$ cat src/hw/cwp_pkg.sv
// Constants and types for the command write-protection block.
// Functional notes
// - Each command's permit bit decides its writes; here CMD_PRIV and CMD_PUB ignore the masks, CMD_MASK needs level 2 or more, CMD_LEVEL is never written.
// - Reads of every command always allowed.
// - Locked command writable only after suitable password.
// - Public and private passwords both change protection.
// - Default and user stores: own mask, private password.
// - Default mask bit cleared needs default private password.
// - User mask bit cleared needs user private password.
// - Security level takes values zero through three.
// - Levels 0,1 public; higher need private password.
// - Private password write never lowers the level.
// - Public password write sets level 0 or 1.
// - Level byte read-only, unprotected, resets to 01h.
// - Below level 2, public mismatch gives level 0, match gives 1; at level 2 or 3 any public write stores it and gives 1.
// - Default private password gives level 3.
// - Level 1 writes need both permit bits set.
// - Mask 256 bits, code 00h at bit zero.
package cwp_pkg;

  localparam logic [7:0] CMD_LEVEL = 8'hfa;
  localparam logic [7:0] CMD_PRIV = 8'hfb;
  localparam logic [7:0] CMD_PUB = 8'hfc;
  localparam logic [7:0] CMD_MASK = 8'hfd;

  localparam int PRIV_BITS = 72;
  localparam int PUB_BITS = 32;
  localparam int MASK_BITS = 256;
  localparam int BUF_BYTES = 32;

  localparam logic [5:0] LEN_PRIV = 6'h09;
  localparam logic [5:0] LEN_PUB = 6'h04;
  localparam logic [5:0] LEN_MASK = 6'h20;

  localparam logic [1:0] LVL_0 = 2'h0;
  localparam logic [1:0] LVL_1 = 2'h1;
  localparam logic [1:0] LVL_2 = 2'h2;
  localparam logic [1:0] LVL_3 = 2'h3;
  localparam logic [1:0] LVL_RST = 2'h1;

  localparam logic [MASK_BITS-1:0] MASK_RST = {MASK_BITS{1'b1}};
  localparam logic [PRIV_BITS-1:0] PRIV_RST = '0;
  localparam logic [PUB_BITS-1:0] PUB_RST = '0;

  typedef enum logic [2:0] {
    ST_IDLE = 3'b001,
    ST_WRITE = 3'b010,
    ST_SKIP = 3'b100
  } cwp_state_t;

endpackage

$ cat src/hw/cwp_top.sv
// Command write-protection engine: passwords, permit masks and security level.
`timescale 1ns/1ps
module cwp_top
  import cwp_pkg::*;
(
  input wire logic clk, // System clock, 25 MHz.
  input wire logic sys_rst, // Synchronous reset, active high.
  input wire logic cmd_valid, // Pulse: a command transaction starts.
  input wire logic cmd_rd, // With cmd_valid: 1 read, 0 write.
  input wire logic [7:0] cmd_code, // With cmd_valid: command code.
  input wire logic byte_valid, // Pulse: one write data byte.
  input wire logic [7:0] byte_data, // Write data byte, low byte first.
  input wire logic cmd_stop, // Pulse: transaction ends.
  output logic wr_grant, // Pulse: write accepted.
  output logic wr_deny, // Pulse: write refused.
  output logic [7:0] wr_code, // Code of the judged write.
  output logic rd_ack, // Pulse: read accepted.
  output logic [7:0] level_byte // Security level byte for reads.
);

  ////////////////////////////////////////////////////////////////////////////
  typedef struct packed {
    cwp_state_t st;
    logic [1:0] lvl;
    logic [7:0] code;
    logic [5:0] cnt;
    logic ovf;
    logic [MASK_BITS-1:0] dbuf;
    logic [MASK_BITS-1:0] dmask;
    logic [MASK_BITS-1:0] umask;
    logic [PRIV_BITS-1:0] dpriv;
    logic [PRIV_BITS-1:0] upriv;
    logic [PUB_BITS-1:0] upub;
    logic grant;
    logic deny;
    logic ack;
    logic [7:0] gcode;
    logic [7:0] rdat;
  } cwp_regs_t;

  cwp_regs_t r_reg;
  cwp_regs_t r_next;
  logic allow;
  logic fin;
  logic len_ok;
  logic [PRIV_BITS-1:0] priv_in;
  logic [PUB_BITS-1:0] pub_in;

  cwp_gate u_gate (
    .code(r_reg.code),
    .dmask(r_reg.dmask),
    .umask(r_reg.umask),
    .level(r_reg.lvl),
    .allow(allow)
  );

  assign fin = cmd_stop && !cmd_valid && r_reg.st == ST_WRITE;
  assign priv_in = r_reg.dbuf[PRIV_BITS-1:0];
  assign pub_in = r_reg.dbuf[PUB_BITS-1:0];

  always_comb begin
    case (r_reg.code)
      CMD_PRIV: len_ok = !r_reg.ovf && r_reg.cnt == LEN_PRIV;
      CMD_PUB: len_ok = !r_reg.ovf && r_reg.cnt == LEN_PUB;
      CMD_MASK: len_ok = !r_reg.ovf && r_reg.cnt == LEN_MASK;
      default: len_ok = 1'b1;
    endcase
  end

  ////////////////////////////////////////////////////////////////////////////
  always_comb begin
    r_next = r_reg;
    r_next.grant = 1'b0;
    r_next.deny = 1'b0;
    r_next.ack = 1'b0;
    r_next.rdat = {6'h00, r_reg.lvl};
    if (cmd_valid) begin
      // A new start always wins; an unfinished transaction is dropped.
      r_next.code = cmd_code;
      r_next.cnt = 6'h00;
      r_next.ovf = 1'b0;
      if (cmd_rd) begin
        r_next.st = ST_SKIP;
        r_next.ack = 1'b1;
      end else begin
        r_next.st = ST_WRITE;
      end
    end else begin
      case (r_reg.st)
        ST_WRITE: begin
          if (byte_valid && !cmd_stop) begin
            if (r_reg.cnt < LEN_MASK) begin
              r_next.dbuf[{r_reg.cnt[4:0], 3'b000} +: 8] = byte_data;
              r_next.cnt = r_reg.cnt + 6'h01;
            end else begin
              r_next.ovf = 1'b1;
            end
          end
          if (cmd_stop) begin
            r_next.st = ST_IDLE;
            r_next.gcode = r_reg.code;
            // Nothing below touches state unless the write is accepted.
            if (!allow || !len_ok) begin
              r_next.deny = 1'b1;
            end else begin
              r_next.grant = 1'b1;
              case (r_reg.code)
                CMD_PRIV: begin
                  // Matching only ever raises; a miss by an owner replaces that
                  // owner's password and keeps the level.
                  if (priv_in == r_reg.dpriv) begin
                    r_next.lvl = LVL_3;
                  end else if (priv_in == r_reg.upriv) begin
                    if (r_reg.lvl < LVL_2) begin
                      r_next.lvl = LVL_2;
                    end
                  end else if (r_reg.lvl == LVL_3) begin
                    r_next.dpriv = priv_in;
                  end else if (r_reg.lvl == LVL_2) begin
                    r_next.upriv = priv_in;
                  end
                end
                CMD_PUB: begin
                  if (r_reg.lvl >= LVL_2) begin
                    r_next.upub = pub_in;
                    r_next.lvl = LVL_1;
                  end else if (pub_in == r_reg.upub) begin
                    r_next.lvl = LVL_1;
                  end else begin
                    r_next.lvl = LVL_0;
                  end
                end
                CMD_MASK: begin
                  if (r_reg.lvl == LVL_3) begin
                    r_next.dmask = r_reg.dbuf;
                  end else begin
                    r_next.umask = r_reg.dbuf;
                  end
                end
                default: begin
                end
              endcase
            end
          end
        end
        ST_SKIP: begin
          if (cmd_stop) begin
            r_next.st = ST_IDLE;
          end
        end
        default: begin
          r_next.st = ST_IDLE;
        end
      endcase
    end
  end

  ////////////////////////////////////////////////////////////////////////////
  always_ff @(posedge clk) begin
    if (sys_rst) begin
      r_reg.st <= ST_IDLE;
      r_reg.lvl <= LVL_RST;
      r_reg.code <= 8'h00;
      r_reg.cnt <= 6'h00;
      r_reg.ovf <= 1'b0;
      r_reg.dbuf <= '0;
      r_reg.dmask <= MASK_RST;
      r_reg.umask <= MASK_RST;
      r_reg.dpriv <= PRIV_RST;
      r_reg.upriv <= PRIV_RST;
      r_reg.upub <= PUB_RST;
      r_reg.grant <= 1'b0;
      r_reg.deny <= 1'b0;
      r_reg.ack <= 1'b0;
      r_reg.gcode <= 8'h00;
      r_reg.rdat <= {6'h00, LVL_RST};
    end else begin
      r_reg <= r_next;
    end
  end

  assign wr_grant = r_reg.grant;
  assign wr_deny = r_reg.deny;
  assign wr_code = r_reg.gcode;
  assign rd_ack = r_reg.ack;
  assign level_byte = r_reg.rdat;

  ////////////////////////////////////////////////////////////////////////////
  // Checks on the protection decisions.
  logic dlock;
  logic ulock;
  logic plain;

  assign dlock = !r_reg.dmask[r_reg.code];
  assign ulock = !r_reg.umask[r_reg.code];
  assign plain = r_reg.code < CMD_LEVEL;

  read_always_a: assert property (@(posedge clk) disable iff (sys_rst)
    cmd_valid && cmd_rd |=> rd_ack && !wr_deny && !wr_grant)
    else $error("read was not acknowledged");

  reset_level_a: assert property (@(posedge clk)
    $past(sys_rst) |-> level_byte == 8'h01)
    else $error("level byte not 01h after reset");

  level_ro_a: assert property (@(posedge clk) disable iff (sys_rst)
    fin && r_reg.code == CMD_LEVEL |=> wr_deny && $stable(r_reg.lvl))
    else $error("level byte accepted a write");

  dflt_lock_a: assert property (@(posedge clk) disable iff (sys_rst)
    fin && plain && dlock && r_reg.lvl != LVL_3 |=> wr_deny ##1 wr_code == $past(r_reg.code, 2))
    else $error("default-locked write passed below level 3");

  user_lock_a: assert property (@(posedge clk) disable iff (sys_rst)
    fin && plain && !dlock && ulock |=> (wr_grant == ($past(r_reg.lvl) >= LVL_2)))
    else $error("user-locked write judged wrongly");

  level_one_a: assert property (@(posedge clk) disable iff (sys_rst)
    fin && plain && !dlock && !ulock && r_reg.lvl == LVL_1 |=> wr_grant && !wr_deny)
    else $error("open command refused at level 1");

  priv_nolower_a: assert property (@(posedge clk) disable iff (sys_rst)
    fin && r_reg.code == CMD_PRIV |=> r_reg.lvl >= $past(r_reg.lvl))
    else $error("private password lowered the level");

  dflt_priv_a: assert property (@(posedge clk) disable iff (sys_rst)
    fin && r_reg.code == CMD_PRIV && len_ok && priv_in == r_reg.dpriv
    |=> r_reg.lvl == LVL_3 ##1 level_byte == 8'h03)
    else $error("default private password did not give level 3");

  pub_low_a: assert property (@(posedge clk) disable iff (sys_rst)
    fin && r_reg.code == CMD_PUB && len_ok |=> r_reg.lvl <= LVL_1)
    else $error("public password left level above 1");

  pub_miss_a: assert property (@(posedge clk) disable iff (sys_rst)
    fin && r_reg.code == CMD_PUB && len_ok && r_reg.lvl < LVL_2 && pub_in != r_reg.upub
    |=> r_reg.lvl == LVL_0)
    else $error("public mismatch did not drop to level 0");

  deny_still_a: assert property (@(posedge clk) disable iff (sys_rst)
    fin && !(allow && len_ok) |=> $stable(r_reg.lvl) && $stable(r_reg.dmask)
    && $stable(r_reg.umask) && $stable(r_reg.dpriv) && $stable(r_reg.upriv)
    && $stable(r_reg.upub))
    else $error("refused write changed protection state");

  answer_once_a: assert property (@(posedge clk) disable iff (sys_rst)
    fin |=> (wr_grant ^ wr_deny) && wr_code == $past(r_reg.code))
    else $error("judged write lacks a single answer");

  no_stray_a: assert property (@(posedge clk) disable iff (sys_rst)
    !fin |=> !wr_grant && !wr_deny)
    else $error("write answer without a judged write");

  pub_match_a: assert property (@(posedge clk) disable iff (sys_rst)
    fin && r_reg.code == CMD_PUB && len_ok && r_reg.lvl < LVL_2 && pub_in == r_reg.upub
    |=> r_reg.lvl == LVL_1)
    else $error("public match did not give level 1");

  user_priv_a: assert property (@(posedge clk) disable iff (sys_rst)
    fin && r_reg.code == CMD_PRIV && len_ok && priv_in == r_reg.upriv |=> r_reg.lvl >= LVL_2)
    else $error("user private password did not give level 2");

  // Level movements are checked as invariants, so that a path added later
  // cannot lift the level above 1 without a private password write, or drop it to 0 without a public password write.
  level_rise_a: assert property (@(posedge clk) disable iff (sys_rst)
    r_reg.lvl < LVL_2 && !(fin && r_reg.code == CMD_PRIV) |=> r_reg.lvl < LVL_2)
    else $error("level above 1 reached without private password");

  level_zero_a: assert property (@(posedge clk) disable iff (sys_rst)
    r_reg.lvl != LVL_0 && !(fin && r_reg.code == CMD_PUB) |=> r_reg.lvl != LVL_0)
    else $error("level 0 reached without public password");

  level_view_a: assert property (@(posedge clk) disable iff (sys_rst)
    level_byte == {6'h00, $past(r_reg.lvl)})
    else $error("level byte does not follow the level");

  dmask_store_a: assert property (@(posedge clk) disable iff (sys_rst)
    fin && allow && len_ok && r_reg.code == CMD_MASK && r_reg.lvl == LVL_3
    |=> r_reg.dmask == $past(r_reg.dbuf) && $stable(r_reg.umask))
    else $error("mask write at level 3 missed the default store");

  umask_store_a: assert property (@(posedge clk) disable iff (sys_rst)
    fin && allow && len_ok && r_reg.code == CMD_MASK && r_reg.lvl == LVL_2
    |=> r_reg.umask == $past(r_reg.dbuf) && $stable(r_reg.dmask))
    else $error("mask write at level 2 missed the user store");

  byte_land_a: assert property (@(posedge clk) disable iff (sys_rst)
    r_reg.st == ST_WRITE && !cmd_valid && byte_valid && !cmd_stop && r_reg.cnt < LEN_MASK
    |=> r_reg.dbuf[{$past(r_reg.cnt[4:0]), 3'b000} +: 8] == $past(byte_data))
    else $error("data byte landed in the wrong place");

  reach_three_c: cover property (@(posedge clk) disable iff (sys_rst)
    r_reg.lvl == LVL_2 ##1 r_reg.lvl == LVL_3);

  drop_zero_c: cover property (@(posedge clk) disable iff (sys_rst)
    r_reg.lvl == LVL_1 ##1 r_reg.lvl == LVL_0);

  user_mask_c: cover property (@(posedge clk) disable iff (sys_rst)
    fin && r_reg.code == CMD_MASK && r_reg.lvl == LVL_2 ##1 wr_grant);

  locked_deny_c: cover property (@(posedge clk) disable iff (sys_rst)
    fin && plain && dlock ##1 wr_deny);

  read_zero_c: cover property (@(posedge clk) disable iff (sys_rst)
    cmd_valid && cmd_rd && r_reg.lvl == LVL_0);

endmodule

$ cat src/hw/cwp_gate.sv
// Decides from the two permit masks whether a command write is allowed.
`timescale 1ns/1ps
module cwp_gate
  import cwp_pkg::*;
(
  input wire logic [7:0] code, // Command code of the write.
  input wire logic [MASK_BITS-1:0] dmask, // Default-store permit mask.
  input wire logic [MASK_BITS-1:0] umask, // User-store permit mask.
  input wire logic [1:0] level, // Present security level.
  output logic allow // Write may proceed.
);

  logic [MASK_BITS-1:0] dhit;
  logic [MASK_BITS-1:0] uhit;
  logic [1:0] need;

  // Bit i guards command code i, so code 00h is the lowest bit.
  for (genvar i = 0; i < MASK_BITS; i++) begin : g_bit
    assign dhit[i] = (code == 8'(i)) & ~dmask[i];
    assign uhit[i] = (code == 8'(i)) & ~umask[i];
  end

  always_comb begin
    if (code == CMD_PRIV || code == CMD_PUB) begin
      need = LVL_0;
    end else if (|dhit) begin
      need = LVL_3;
    end else if (|uhit || code == CMD_MASK) begin
      need = LVL_2;
    end else begin
      need = LVL_1;
    end
  end

  // The level byte itself never takes a write.
  assign allow = (code != CMD_LEVEL) && (level >= need);

endmodule

$ cat config.mk
export PLATFORM = sky130hd
export DESIGN_NAME = cwp_top
export DESIGN_NICKNAME = d
export VERILOG_FILES = /design/src/hw/cwp_pkg.sv /design/src/hw/cwp_top.sv /design/src/hw/cwp_gate.sv
export SDC_FILE = /design/constraint.sdc
export NUM_CORES = 2
export LEC_CHECK = 0
export BUFFER_PORTS_ARGS = -buffer_cell sky130_fd_sc_hd__buf_4
export CORE_ASPECT_RATIO = 0.5
export CORE_UTILIZATION = 39
export DETAILED_ROUTE_END_ITERATION = 8
export GPL_ROUTABILITY_DRIVEN = 0
export PLACE_DENSITY = 0.52
export SKIP_CTS_REPAIR_TIMING = 1
export SLEW_MARGIN = 25
export SYNTH_ARGS = -nofsm -noshare
export SYNTH_HDL_FRONTEND = slang
export SYNTH_SLANG_ARGS = --single-unit
$ cat constraint.sdc
create_clock -name clk -period 9.1 [get_ports clk]
set_clock_uncertainty 0.1 [all_clocks]
set_input_delay 0.91 -clock clk [delete_from_list [all_inputs] [get_ports clk]]
set_output_delay 0.91 -clock clk [all_outputs]
set_load 0.03 [all_outputs]
==> results_dict.tcl <==
set metrics [dict create \
    critPathCaptureType "flip-flop" \
    route.final.wire_length_mm 178 \
    num_vias 37600 \
    number_of_flip_flops_in_the_largest_register 889 \
    power.density_cell_area_mw_per_mm2 190 \
    worstPathCellList "buf_4 > nand4bb_2 > buf_4 > o22ai_1 > o21ai_0 > nand4_1 > nor4_1 > nand4_1 > or4_4 > o41ai_2 > ha_1 > a21oi_1 > nor2b_1 > nand3_1 > nor3_1 > nand2_4 > buf_12 > nor2_1 > o21ai_0" \
    crit_path_max_fo 140 \
    tritoncts "built" \
    cts_sinks 976 \
    growth_of_design_area_from_synthesis_to_finish_pct 9.82 \
    cts_htree_levels 3 \
    critical_path.n_buffers_inverters 3 \
    crit_family "simple AND/OR/NAND/NOR gates" \
    grt_pass1_vias 33600 \
    final_cell_mix "1015 x sky130_fd_sc_hd__nor2_1, 971 x sky130_fd_sc_hd__dfxtp_1, 671 x sky130_fd_sc_hd__nand2_1" \
    rr_worst_depth 19 \
    path_clk_slew_ns 0.07 \
    run_status "complete, but fails checks" \
    timing_hold_violations_final 0 \
    dr.first_iter.drc_count 6022 \
    synth_edf_count 0 \
    drt-wirelength-per-cell_um 28.5 \
    layout-drive-gt1-share_pct 6.64 \
    yosysWarnings 0 \
    tritoncts.num_buffers 90 \
    dpl.hpwl_mm 119 \
    overflow_left_after_global_routing 0 \
    headroom_to_the_max_slew_limit_pct 16.4 \
    peakVddDrop_mv 0.149 \
    timing.final.crit_period_ns 8.07 \
    clock-root-buffer "sky130_fd_sc_hd__clkbuf_16" \
    synthArstFlopShare_pct 0 \
    grt_first_pass_wirelength_mm 252 \
    synth_seq_cells 976 \
    largest_net_degree_at_the_start_of_global_routing 236 \
    design.portCount 41 \
    yosysSeqAreaShare_pct 47.7 \
    hold_path_class "in -> reg" \
    antenna_cells 0 \
    number_of_instances_in_the_synthesized_netlist 5022 \
    slowest_delay_ns 0.72 \
    clk_latency_ns 0.72 \
    drt.antenna.violating_nets 0 \
    clock_path_buffers 3 \
    critical_path_cell_count 19 \
    post-route-drc-count 18 \
    dieWidth_um 460 \
    power_total_mw 8.55 \
    fmax_ghz 0.124 \
    tns_ns 0 \
    detailedRoute.firstPassIterationCount 9 \
    failed_checks "DRC" \
    vias_per_cell 6.00 \
    setup_repair_after_global_routing_missed_its_margin "false" \
    hold_path_depth 3 \
    design.die.area_mm2 0.106 \
    drv_cap 0 \
    place.port_buffers 34 \
    critical_path.slowest_cell "sky130_fd_sc_hd__nand4bb_2" \
    leakage_nw 20.4 \
    rows 83 \
    maxSlewViolCount 0 \
    mostFrequentLayoutCell "sky130_fd_sc_hd__nor2_1" \
    ys_types 67 \
    nets 4829 \
    timing_worst_setup_path_type "reg -> reg" \
    startpoint_type "flip-flop" \
    critPathRequiredTime_ns 9.54 \
    setup_viol 0 \
    finalCritPeriodShare_pct 88.7 \
    core_area_mm2 0.103 \
    syn_avg_cell_area_um2 8.16 \
    die_height_um 231 \
    mappedNetlistArea_mm2 0.0410 \
    grt_util_all_layers_pct 32.8 \
    initial_utilization_pct 39.7 \
    timing_worst_slew_pin_value_ns 1.24 \
    postSynth.topFlopCell "sky130_fd_sc_hd__dfxtp_1" \
    worst_ep_arrival_time_ns 8.51 \
    antenna_found_initial 7 \
]
[stage by stage]
stage	hold WS (ns)	setup slack, ns	area (um^2)	utilization, %	std cells
after floorplan	0.333	4.84	41000	-	5027
after global placement	0.346	1.62	41800	40.5	6107
after detailed placement	0.351	1.64	41900	40.5	6108
after CTS	0.308	1.61	44900	43.5	6266
after global routing	0.325	1.19	45000	43.6	6268
final	0.328	1.03	45000	43.6	6268
[worst register-to-register path: stages (launching register included)]
cell and delay [ns]:
sky130_fd_sc_hd__dfxtp_1 0.61, sky130_fd_sc_hd__buf_4 0.44, sky130_fd_sc_hd__nand4bb_2 0.72, sky130_fd_sc_hd__buf_4 0.39, sky130_fd_sc_hd__o22ai_1 0.18, sky130_fd_sc_hd__o21ai_0 0.65
sky130_fd_sc_hd__nand4_1 0.32, sky130_fd_sc_hd__nor4_1 0.34, sky130_fd_sc_hd__nand4_1 0.13, sky130_fd_sc_hd__or4_4 0.59, sky130_fd_sc_hd__o41ai_2 0.37, sky130_fd_sc_hd__ha_1 0.20
sky130_fd_sc_hd__a21oi_1 0.06, sky130_fd_sc_hd__nor2b_1 0.40, sky130_fd_sc_hd__nand3_1 0.32, sky130_fd_sc_hd__nor3_1 0.46, sky130_fd_sc_hd__nand2_4 0.56, sky130_fd_sc_hd__buf_12 0.48
sky130_fd_sc_hd__nor2_1 0.44, sky130_fd_sc_hd__o21ai_0 0.12
[synth_stat cells (6+ instances only)]
cell                        count  area, um^2
sky130_fd_sc_hd__buf_2        106         531
sky130_fd_sc_hd__or4b_2         8        80.1
sky130_fd_sc_hd__buf_1          8        30.0
sky130_fd_sc_hd__a21oi_1      116         581
sky130_fd_sc_hd__nand2_1      672        2520
sky130_fd_sc_hd__nor2_1      1018        3820
sky130_fd_sc_hd__or3_1          8        50.1
sky130_fd_sc_hd__o21ai_0      235        1180
sky130_fd_sc_hd__or4_1          6        45.0
sky130_fd_sc_hd__a22oi_1       48         360
sky130_fd_sc_hd__xnor2_1      116        1020
sky130_fd_sc_hd__dfxtp_1      976       19500
sky130_fd_sc_hd__o21ai_1       67         335
sky130_fd_sc_hd__inv_1          9        33.8
sky130_fd_sc_hd__o22ai_1      184        1150
sky130_fd_sc_hd__nand2b_1      12        75.1
sky130_fd_sc_hd__and2_1        51         319
sky130_fd_sc_hd__mux2i_1      342        3420
sky130_fd_sc_hd__buf_4         34         255
sky130_fd_sc_hd__nand4bb_1      7        78.8
sky130_fd_sc_hd__ha_1           7        87.6
sky130_fd_sc_hd__nor4_1        44         275
sky130_fd_sc_hd__buf_6         11         124
sky130_fd_sc_hd__nand3_1      309        1550
sky130_fd_sc_hd__nor3_1       122         611
sky130_fd_sc_hd__nand4_1       61         382
sky130_fd_sc_hd__a211oi_1      11        82.6
sky130_fd_sc_hd__clkbuf_1     287        1080
sky130_fd_sc_hd__xor2_1        68         596
sky130_fd_sc_hd__o31ai_1        6        45.0
[per-layer routing]
layer | part of all wire, % | track usage, %
met5 | 0.026 | 0
met4 | 4.4 | 11.7
met3 | 14 | 12.2
met2 | 40 | 45.4
met1 | 42 | 45.9
[worst paths after layout]
kind	startpoint	endpoint	slack, ns
max	r_reg[973]$_SDFFE_PP0P_	r_reg[434]$_SDFFE_PP1P_	1.03
min	cmd_code[6]	r_reg[976]$_SDFFE_PP0P_	0.33
max reg2reg	r_reg[973]$_SDFFE_PP0P_	r_reg[434]$_SDFFE_PP1P_	1.03
min reg2reg	r_reg[22]$_SDFFE_PP0P_	r_reg[22]$_SDFFE_PP0P_	0.37
[where the power goes]
| part | switching [mW] | internal (mW) | leakage (nW) |
|---|---|---|---|
| logic | 0.196 | 0.0412 | 11.0 |
| registers | 0.0176 | 4.27 | 7.88 |
| clock network | 1.76 | 2.26 | 1.49 |
| total | 1.97 | 6.58 | 20.4 |
[cell families (layout without fill, tap and decap cells)]
| group | count (synthesis) | count (layout) | share of synthesized area [%] |
|---|---|---|---|
| adders and majority gates | 7 | 7 | 0.214 |
| and+or+nand+nor | 2356 | 2356 | 25.0 |
| muxes | 344 | 344 | 8.41 |
| AOI/OAI and AO/OA | 697 | 697 | 9.76 |
| buffers and inverters | 457 | 296 | 5.03 |
| xor gates and xnor gates | 184 | 184 | 3.93 |
| other | 1 | 6 | 0.00915 |
| DFF | 976 | 976 | 47.7 |
[area by class of cell]
class / count / area, um^2
inverter: 9 / 41.3
multi-input combinational: 3594 / 19500
timing repair buffer: 129 / 1140
clock buffer: 130 / 2710
fill: 10300 / 58300
sequential: 976 / 19500
clock inverter: 28 / 337
tap: 1402 / 1750
Power figures use the tool's default switching activity.
